### src/rtl/stka_pkg.sv
// Constants and types for the serial timekeeper access block
package stka_pkg;

  // Unlock key, byte 0 in the low bits; each byte goes out LSB first
  localparam logic [63:0] KEY_PATTERN = 64'h5ca33ac5_5ca33ac5;
  localparam int          KEY_BITS    = 64;
  localparam logic [5:0]  LAST_BIT    = 6'h3f;

  // Timekeeping register indices
  localparam int HUNDREDTHS_IDX            = 0;
  localparam int SECONDS_IDX               = 1;
  localparam int MINUTES_IDX               = 2;
  localparam int HOUR_COUNT_AND_FORMAT_IDX = 3;
  localparam int WEEKDAY_AND_CONTROL_IDX   = 4;
  localparam int DATE_IDX                  = 5;
  localparam int MONTH_IDX                 = 6;
  localparam int YEAR_IDX                  = 7;

  // Field positions
  localparam int HOUR_FMT_BIT   = 7;
  localparam int AFTERNOON_BIT  = 5;
  localparam int ABORT_GATE_BIT = 4;
  localparam int OSC_STOP_BIT   = 5;

  // Implemented bits per register; the rest always read zero
  localparam logic [7:0][7:0] BIT_MASK = {8'hff, 8'h1f, 8'h3f, 8'h37,
                                          8'hbf, 8'h7f, 8'h7f, 8'hff};

  // Reset contents: abort gate and oscillator stop set, date 01/01
  localparam logic [7:0][7:0] RESET_TK = {8'h00, 8'h01, 8'h01, 8'h30,
                                          8'h00, 8'h00, 8'h00, 8'h00};

  // Timekeeping tick: one hundredth of a second
  localparam int CLK_PERIOD_NS = 8;
  localparam int TICK_NS       = 10_000_000;
  localparam int TICK_CYCLES   = TICK_NS / CLK_PERIOD_NS;
  localparam int TICK_CNT_W    = 21;

  typedef enum logic [1:0] {
    ST_LOCKED,
    ST_HUNT,
    ST_XFER
  } stka_state_t;

  typedef struct packed {
    stka_state_t            st;
    logic [5:0]             ptr;
    logic [7:0][7:0]        tk;
    logic [63:0]            shadow;
    logic                   wrote;
    logic [TICK_CNT_W-1:0]  div;
    logic                   wr_q;
    logic                   rd_q;
    logic                   din_q;
    logic                   dout;
  } stka_regs_t;

endpackage : stka_pkg

### src/rtl/stka_serial_timekeeper.sv
// Hidden serial timekeeper behind an asynchronous SRAM socket
// Contract
// - Key is C5 3A A3 5C C5 3A A3 5C, one bit per write.
// - Each key byte goes least significant bit first.
// - Hours bit 7 high selects 12-hour, low selects 24-hour.
// - In 12-hour format hours bit 5 high means PM.
// - In 24-hour format hours bit 5 is upper tens bit, hours 20-23.
// - Day bit 4 low lets low abort input end transfer, data unchanged.
// - Day bit 5 high stops the oscillator, low runs timekeeping.
// - Abort gate and oscillator stop bits both start at 1.
// - Unused bits of registers 1 to 6 always read 0.
// - Writes to unused bits accept 0 or 1 and still read 0.
// - Write window is overlap of chip select low and write strobe low.
// - Write data is taken at the end of the write window.
// - Output enable high during a write keeps the data lane undriven.
// - Write strobe low at or before chip select keeps lane undriven.
// - Undriven abort input counts as inactive high.
// - Any read during recognition rewinds the pointer to key bit 0.
// - Match advances pointer; mismatch freezes it, later writes ignored.
// - After 64 matches next 64 cycles move clock bits, memory blocked.
// - Transfers walk bit 0 of register 0 up to bit 7 of register 7.
`timescale 1ns/100ps

module stka_serial_timekeeper #(
  parameter int unsigned TICK_CYCLES = stka_pkg::TICK_CYCLES
) (
  // Clock and reset
  input  wire logic core_clk,
  input  wire logic rst_n,
  // Socket strobes, all active low
  input  wire logic ce_n,
  input  wire logic oe_n,
  input  wire logic we_n,
  input  wire logic abort_n,
  // Serial data lane
  input  wire logic serial_bit_lane_i,
  output logic      serial_bit_lane_o,
  output logic      serial_bit_lane_oe,
  // Memory side
  output logic      mem_block,
  output logic      osc_running
);

  localparam logic [stka_pkg::TICK_CNT_W-1:0] TICK_LAST =
    stka_pkg::TICK_CNT_W'(TICK_CYCLES - 1);

  stka_pkg::stka_regs_t q;
  stka_pkg::stka_regs_t n;

  logic wr_now;
  logic rd_now;
  logic wr_end;
  logic rd_end;
  logic abort;
  logic tick;
  logic commit;
  logic key_hit;

  // BCD step with wrap: returns {carry, next}
  function automatic logic [8:0] bcd_step(input logic [7:0] v,
                                          input logic [7:0] last,
                                          input logic [7:0] first);
    logic [8:0] r;
    if (v == last)
      r = {1'b1, first};
    else if (v[3:0] == 4'h9)
      r = {1'b0, v[7:4] + 4'h1, 4'h0};
    else
      r = {1'b0, v[7:4], v[3:0] + 4'h1};
    return r;
  endfunction : bcd_step

  // Last date of a month, BCD
  function automatic logic [7:0] month_last(input logic [7:0] mon,
                                            input logic [7:0] yr);
    logic       leap;
    logic [7:0] r;
    leap = yr[4] ? (yr[3:0] == 4'h2 || yr[3:0] == 4'h6)
                 : (yr[3:0] == 4'h0 || yr[3:0] == 4'h4 || yr[3:0] == 4'h8);
    if (mon == 8'h02)
      r = leap ? 8'h29 : 8'h28;
    else if (mon == 8'h04 || mon == 8'h06 || mon == 8'h09 || mon == 8'h11)
      r = 8'h30;
    else
      r = 8'h31;
    return r;
  endfunction : month_last

  // One hundredth of a second forward through the whole calendar
  function automatic logic [7:0][7:0] advance(input logic [7:0][7:0] t);
    logic [7:0][7:0] r;
    logic [8:0]      s;
    logic [7:0]      h;
    logic            c;
    r = t;
    h = t[stka_pkg::HOUR_COUNT_AND_FORMAT_IDX];
    s = bcd_step(t[0], 8'h99, 8'h00);
    r[0] = s[7:0];
    c = s[8];
    if (c)
    begin
      s = bcd_step(t[1], 8'h59, 8'h00);
      r[1] = s[7:0];
      c = s[8];
    end
    if (c)
    begin
      s = bcd_step(t[2], 8'h59, 8'h00);
      r[2] = s[7:0];
      c = s[8];
    end
    if (c)
    begin
      if (h[stka_pkg::HOUR_FMT_BIT])
      begin
        // 11 -> 12 flips the afternoon flag; day rolls at midnight
        if (h[4:0] == 5'h11)
        begin
          r[3] = {h[7], 1'b0, ~h[5], 5'h12};
          c = h[5];
        end
        else if (h[4:0] == 5'h12)
        begin
          r[3] = {h[7], 1'b0, h[5], 5'h01};
          c = 1'b0;
        end
        else
        begin
          s = bcd_step({3'h0, h[4:0]}, 8'h12, 8'h01);
          r[3] = {h[7], 1'b0, h[5], s[4:0]};
          c = 1'b0;
        end
      end
      else
      begin
        s = bcd_step({2'h0, h[5:0]}, 8'h23, 8'h00);
        r[3] = {2'h0, s[5:0]};
        c = s[8];
      end
    end
    if (c)
    begin
      r[4][2:0] = (t[4][2:0] == 3'h7) ? 3'h1 : t[4][2:0] + 3'h1;
      s = bcd_step(t[5], month_last(t[6], t[7]), 8'h01);
      r[5] = s[7:0];
      c = s[8];
    end
    if (c)
    begin
      s = bcd_step(t[6], 8'h12, 8'h01);
      r[6] = s[7:0];
      c = s[8];
    end
    if (c)
    begin
      s = bcd_step(t[7], 8'h99, 8'h00);
      r[7] = s[7:0];
    end
    return r;
  endfunction : advance

  always_comb
  begin
    n = q;
    wr_now = !ce_n && !we_n;
    rd_now = !ce_n && !oe_n && we_n;
    wr_end = q.wr_q && !wr_now;
    rd_end = q.rd_q && !rd_now;
    // Only a driven low aborts; the pin idles high via its pull-up
    abort = !abort_n
            && !q.tk[stka_pkg::WEEKDAY_AND_CONTROL_IDX][stka_pkg::ABORT_GATE_BIT];
    key_hit = (q.din_q == stka_pkg::KEY_PATTERN[q.ptr]);
    commit = 1'b0;
    tick = (q.div == TICK_LAST);
    n.wr_q = wr_now;
    n.rd_q = rd_now;
    // Lane keeps following until the window closes
    if (wr_now)
      n.din_q = serial_bit_lane_i;
    n.div = tick ? '0 : q.div + 1'b1;
    if (tick && !q.tk[stka_pkg::WEEKDAY_AND_CONTROL_IDX][stka_pkg::OSC_STOP_BIT])
      n.tk = advance(q.tk);
    unique case (q.st)
      stka_pkg::ST_LOCKED:
      begin
        if (rd_end)
        begin
          n.st = stka_pkg::ST_HUNT;
          n.ptr = '0;
        end
      end
      stka_pkg::ST_HUNT:
      begin
        if (abort)
          n.st = stka_pkg::ST_LOCKED;
        else if (rd_end)
          n.ptr = '0;
        else if (wr_end && !key_hit)
          n.st = stka_pkg::ST_LOCKED;
        else if (wr_end && q.ptr == stka_pkg::LAST_BIT)
        begin
          // Snapshot so a read burst sees one coherent time
          n.st = stka_pkg::ST_XFER;
          n.ptr = '0;
          n.shadow = q.tk;
          n.wrote = 1'b0;
          n.dout = q.tk[0][0];
        end
        else if (wr_end)
          n.ptr = q.ptr + 6'h1;
      end
      stka_pkg::ST_XFER:
      begin
        if (abort)
          n.st = stka_pkg::ST_LOCKED;
        else if (wr_end || rd_end)
        begin
          if (wr_end)
          begin
            n.shadow[q.ptr] = q.din_q;
            n.wrote = 1'b1;
          end
          if (q.ptr == stka_pkg::LAST_BIT)
          begin
            n.st = stka_pkg::ST_LOCKED;
            commit = q.wrote || wr_end;
            // Whole-set commit avoids a torn update of a partial write
            if (commit)
              n.tk = n.shadow & stka_pkg::BIT_MASK;
          end
          else
          begin
            n.ptr = q.ptr + 6'h1;
            n.dout = q.shadow[q.ptr + 6'h1];
          end
        end
      end
    endcase
  end

  always_ff @(posedge core_clk or negedge rst_n)
  begin
    if (!rst_n)
    begin
      q <= '0;
      q.st <= stka_pkg::ST_LOCKED;
      q.tk <= stka_pkg::RESET_TK;
    end
    else
      q <= n;
  end

  assign serial_bit_lane_o = q.dout;
  // Strobe-qualified drive: any write strobe low keeps the lane off
  assign serial_bit_lane_oe = rd_now && (q.st == stka_pkg::ST_XFER);
  assign mem_block = (q.st == stka_pkg::ST_XFER);
  assign osc_running =
    !q.tk[stka_pkg::WEEKDAY_AND_CONTROL_IDX][stka_pkg::OSC_STOP_BIT];
endmodule : stka_serial_timekeeper

### config.mk
export PLATFORM = sky130hd
export DESIGN_NAME = stka_serial_timekeeper
export DESIGN_NICKNAME = d
export VERILOG_FILES = /design/src/rtl/stka_pkg.sv /design/src/rtl/stka_serial_timekeeper.sv
export SDC_FILE = /design/constraint.sdc
export NUM_CORES = 1
export LEC_CHECK = 0
export BUFFER_PORTS_ARGS = -buffer_cell sky130_fd_sc_hd__buf_2
export CAP_MARGIN = 20
export CORE_ASPECT_RATIO = 1.2
export CORE_MARGIN = 5
export CORE_UTILIZATION = 40
export DETAILED_ROUTE_END_ITERATION = 16
export GPL_ROUTABILITY_DRIVEN = 0
export REMOVE_ABC_BUFFERS = 1
export SKIP_CTS_REPAIR_TIMING = 1
export SYNTH_ARGS = -nofsm -noshare
export SYNTH_HDL_FRONTEND = slang
export SYNTH_SLANG_ARGS = --single-unit
### constraint.sdc
create_clock -name core_clk -period 3.65 [get_ports core_clk]
set_clock_uncertainty 0.1 [all_clocks]
set_input_delay 0.1825 -clock core_clk [delete_from_list [all_inputs] [get_ports core_clk]]
set_output_delay 0.1825 -clock core_clk [all_outputs]
set_load 0.05 [all_outputs]
Yosys cells after proc, flatten, opt, wreduce, memory -nomap -nowiden
Memories as Yosys holds them, arrays and structs flattened.
Cells that the tools add are included.
- register bits: 162
- memory bits (read-only): 64
- input port bits: 7
- output and inout bits: 4
- word-level logic and storage cells: 220
- memories kept: 1
- memory list (memory ; words ; width ; read ports ; clocked after memory_dff ; wr ports ; RTL line ; source):
    (name not given) ; 64 ; 1 ; 1 ; 0 ; 0 ; stka_serial_timekeeper.sv:172 ; key_hit = (q.din_q == stka_pkg::KEY_PATTERN[q.ptr]);
- add/subtract/negate cells: 18
- $lt $le $gt $ge: 3
- equality and inequality tests: 46
- muxes and demuxes: 97
- bitwise operators: 1
- reductions and logical operators: 36
- operators by type and width (operator ; count):
    65-bit two-way mux ; 5
    64-bit two-way mux ; 4
    9-bit two-way mux ; 18
    137-bit two-way mux ; 1
    8-bit two-way mux ; 17
    135-bit two-way mux ; 1
    65-bit case mux with 2 select lines ; 1
    64-bit bitwise mux ; 1
    4-bit by 1-bit adder with 4-bit output, second input constant ; 13
    6-bit two-way mux ; 7
    4-bit == test, second input constant ; 8
    1-bit two-way mux ; 25
    8-bit case mux with 3 select lines ; 1
    21-bit by 1-bit adder with 21-bit output, second input constant ; 1
    21-bit == test, second input constant ; 1
    21-bit two-way mux ; 1
    8-bit by 3-bit == test with 1-bit output, second input constant ; 2
    8-bit by 5-bit == test with 1-bit output, second input constant ; 2
    8-bit by 7-bit == test with 1-bit output, second input constant ; 2
    8-bit == test, second input constant ; 2
    8-bit AND reduction ; 2
    5-bit two-way mux ; 3
    6-bit by 7-bit less-than comparator with 1-bit output, second input constant ; 2
    2-bit != test, second input constant ; 7
    other kinds (35) ; 74

Longest topological paths before layout
- word-level depth: 36
- depth in mapped cells: 12
- mapped depth without buffers: 9

Worst setup path after synthesis
Ideal clock, no wire load.
- path type: reg-to-reg
- from: register q[22] (netlist name)
- to: register q[147] (netlist name)
- setup time: 0.087 ns
- arrival time: 3.166 ns
- required time: 3.463 ns
- setup slack: 0.297 ns
- cell stages (with the launch flop): 10
- buffers on the path: 2
- clock period less this slack: 3.353 ns
- cells stage by stage: dfrtp_1 -> or3b_1 -> or4_1 -> clkbuf_1 -> or4_1 -> buf_2 -> a2111oi_4 -> nand3_1 -> or4_1 -> o211ai_1
- RTL lines (what ; RTL line ; source):
    start: declaration ; stka_serial_timekeeper.sv:47 ; stka_pkg::stka_regs_t q;
    start signal: assignment ; stka_serial_timekeeper.sv:250 ; q <= n;

==> impl_metrics.json <==
{
  "status": "finished clean",
  "final_hold_viol_count": 0,
  "path_class": "register to register",
  "yosysWarnings": 0,
  "internal-power_mw": 4.23,
  "crit_required_ns": 3.91,
  "seq_power_share": 0.368,
  "max_stage_delay_ns": 0.72,
  "crit_path_end_kind": "register",
  "syn_to_final_growth_pct": 11.1,
  "diodes": 0,
  "regToRegSetupSlack_ns": 0.22,
  "cts_tree": "done",
  "async_flop_share": 1.00,
  "holdPathStages": 3,
  "cts_root_buffer": "clkbuf_16",
  "crit_path_top_delay_cell": "or4_1",
  "met2_usage": 0.358,
  "drive_gt1_frac": 0.104,
  "cts_inserted_buffers": 17,
  "place_area_um2": 10800,
  "synth_top_area_frac": 0.374,
  "r2r-end": "q[150]$_DFF_PN0_",
  "use_met1": 0.277,
  "vias_per_cell": 6.00,
  "cp.arrival_ns": 3.69,
  "gr-max-usage-layer": "met2",
  "fin_nets": 1181,
  "rsz0062_at_grt": "no",
  "p_clk_frac": 0.278,
  "p_leak_nw": 4.60,
  "startpoint_type": "register",
  "yosys.area.top_type": "dfrtp_1",
  "maxSlewViolCount": 0,
  "rows": 64,
  "ys.flop_type": "dfrtp_1",
  "start_util": 0.405,
  "ctsHtreeMaxLevel": 4,
  "antenna_found_initial": 0,
  "finalSetupViolations": 0,
  "fp.coreArea_um2": 25500,
  "r2r_start": "q[4]$_DFF_PN0_",
  "grt_pass1_wl_mm": 49.1,
  "first_pass_iters": 5,
  "grt_remaining_overflow": 0,
  "n_fill_cell": 2456,
  "fin_crit_ns": 3.43,
  "ios": 11,
  "period_share": 0.940,
  "design_area_um2": 11500,
  "fmax_ghz": 0.292,
  "power_density_nw_per_um2": 581,
  "clkSlewWorstSetupHoldPaths_ns": 0.07,
  "grt_max_degree": 93,
  "gr-usage-all-layers": 0.213,
  "hold_start": "ce_n",
  "drcViolationCount": 0,
  "crit_chain": "ha_1 -> nand3_1 -> or4_1 -> or4_1 -> a2111oi_4 -> nand3_2 -> or3_1 -> a31oi_1",
  "ys_types": 70,
  "holdPathEnd": "q[1]$_DFFE_PN0P_",
  "die_x_um": 157,
  "drv.max_cap_violation_count": 0,
  "synthTopCellsByArea": "dfrtp_1 (37%), mux2i_1 (6.4%), nor2_1 (4.3%)",
  "die_h_um": 186,
  "synth-edff-count": 0,
  "cp_num_buf_inv": 0,
  "grt_pass1_vias": 8924,
  "power_mw": 6.69,
  "final_cells": 1488,
  "crit_top_cell": "or4_1",
  "met3_usage": 0.0333,
  "final_util": 0.451,
  "seq_area_frac_synth": 0.385,
  "route.vias.total": 8929,
  "power.switching_mw": 2.46,
  "drt_iter0_markers": 792,
  "synth_area_um2": 10400,
  "synthAdderAreaFrac": 0.0350,
  "routed_wl_mm": 30.1,
  "hold_path_class": "input port to register",
  "ant_nets": 0,
  "cts.sinks": 159,
  "avgSynthCellArea_um2": 8.96,
  "path_delay_family": "simple AND/OR/NAND/NOR gates",
  "tightestPinTransition_ns": 0.962,
  "dpl.cell_count": 1450,
  "relSlewSlack": 0.353,
  "synth-seq-cells": 159,
  "combPwrFrac": 0.354,
  "syn_inst": 1156,
  "ir_worst_vdd_v": 0.000366,
  "r2r_cells": 8,
  "yosys.area_share.simple": 0.195,
  "synth_xor_area_frac": 0.0338,
  "port_buffers": 10,
  "insertion_delay_ns": 0.45,
  "startpoint": "q[4]$_DFF_PN0_",
  "wl_per_cell_um": 20.2,
  "sw_frac_of_total": 0.368,
  "dieArea_um2": 29200,
  "synth_compound_area_frac": 0.195,
  "synth_top_family_by_area": "compound AO/OA/AOI/OAI gates",
  "cts_max_path_buffers": 2,
  "setup_tns_ns": 0,
  "worstPathMaxFanout": 5,
  "muxShareOfSynthArea": 0.109,
  "dp_hpwl_mm": 20.7
}
-- worst min-delay path, cell delays in order --
cell    delay (ns)
buf_2         0.11
nor2_1        0.06
mux2_2        0.21
-- placed cells by master, fill, tap and decap left out, types with 15 or more instances in the layout --
master and instances:
xor2_1 15, xnor2_1 25, dfrtp_1 154, nor2_1 118, nand2_1 82, buf_4 36
o221ai_1 37, mux4_2 18, a21oi_1 83, a31oi_1 16, o21ai_0 62, and3_1 23
inv_1 46, mux2i_1 66, nand3_1 45, o21a_1 40, clkbuf_16 17, nor3_1 24
ha_1 28
-- state kept, by name, indices dropped and copies added (netlist names) --
name,flops
serial_bit_lane_o,1
q,158
-- cell usage after synthesis (11+ instances only) --
master      n
inv_1      46
xnor2_1    25
o21a_1     40
and3_1     23
nand2_1    83
o21ai_0    62
ha_1       29
clkbuf_1   71
or3_1      12
nor2_1    119
nand3_1    46
a31oi_1    16
mux2i_1    66
buf_1      12
a21oi_1    83
nand4_1    13
and3b_1    11
xor2_1     15
mux4_2     18
o221ai_1   37
dfrtp_1   155
nor3_1     24
-- through the flow --
stage	hold WS, ns	setup WS, ns
final	0.0635	0.220
after CTS	-0.222	0.192
after global routing	0.0659	0.0274
after detailed placement	0.251	0.225
after floorplan	-0.213	-12.25
after global placement	0.257	0.278
-- cells by family after synthesis --
group,after synthesis
adders and majority gates,29
AOI/OAI and AO/OA,306
buffers and inverters,130
xor gates and xnor gates,40
DFF,159
muxes,90
and+or+nand+nor,402
-- cell type report --
cell class | count | area, um2 | area share
Tap cell | 330 | 413 | 0.0359
Clock inverter | 11 | 133 | 0.0115
Inverter | 46 | 173 | 0.0150
Timing Repair Buffer | 54 | 427 | 0.0371
Sequential cell | 159 | 3990 | 0.346
Multi-Input combinational cell | 867 | 5910 | 0.513
Clock buffer | 21 | 470 | 0.0409
-- layer usage --
| metal | vias to the layer above | share of wire |
|---|---|---|
| li1 | 4216 | - |
| met1 | 4411 | 0.43 |
| met2 | 246 | 0.49 |
| met3 | 56 | 0.047 |
| met4 | 0 | 0.031 |
| met5 | - | 0 |
-- power groups by stage --
stage	Sequential, mW	Combinational (mW)	Clock, mW
4_1_cts	2.45	2.37	1.89
3_3_place_gp	2.47	2.33	0
6_report	2.46	2.37	1.86
3_5_place_dp	2.48	2.36	0
2_1_floorplan	2.33	1.28	0
5_1_grt	2.51	2.60	1.97
-- how the worst max path moves through the flow --
stage                   endpoint  slack (ns)  cells after the start
2_1_floorplan  q[27]$_DFFE_PN0P_      -12.25                      6
3_3_place_gp    q[150]$_DFF_PN0_        0.28                      8
3_5_place_dp    q[150]$_DFF_PN0_        0.23                      8
4_1_cts         q[150]$_DFF_PN0_        0.19                      8
5_1_grt         q[147]$_DFF_PN0_        0.03                      8
6_report        q[150]$_DFF_PN0_        0.22                      8
Note: power is estimated with default switching activity, not from simulation.
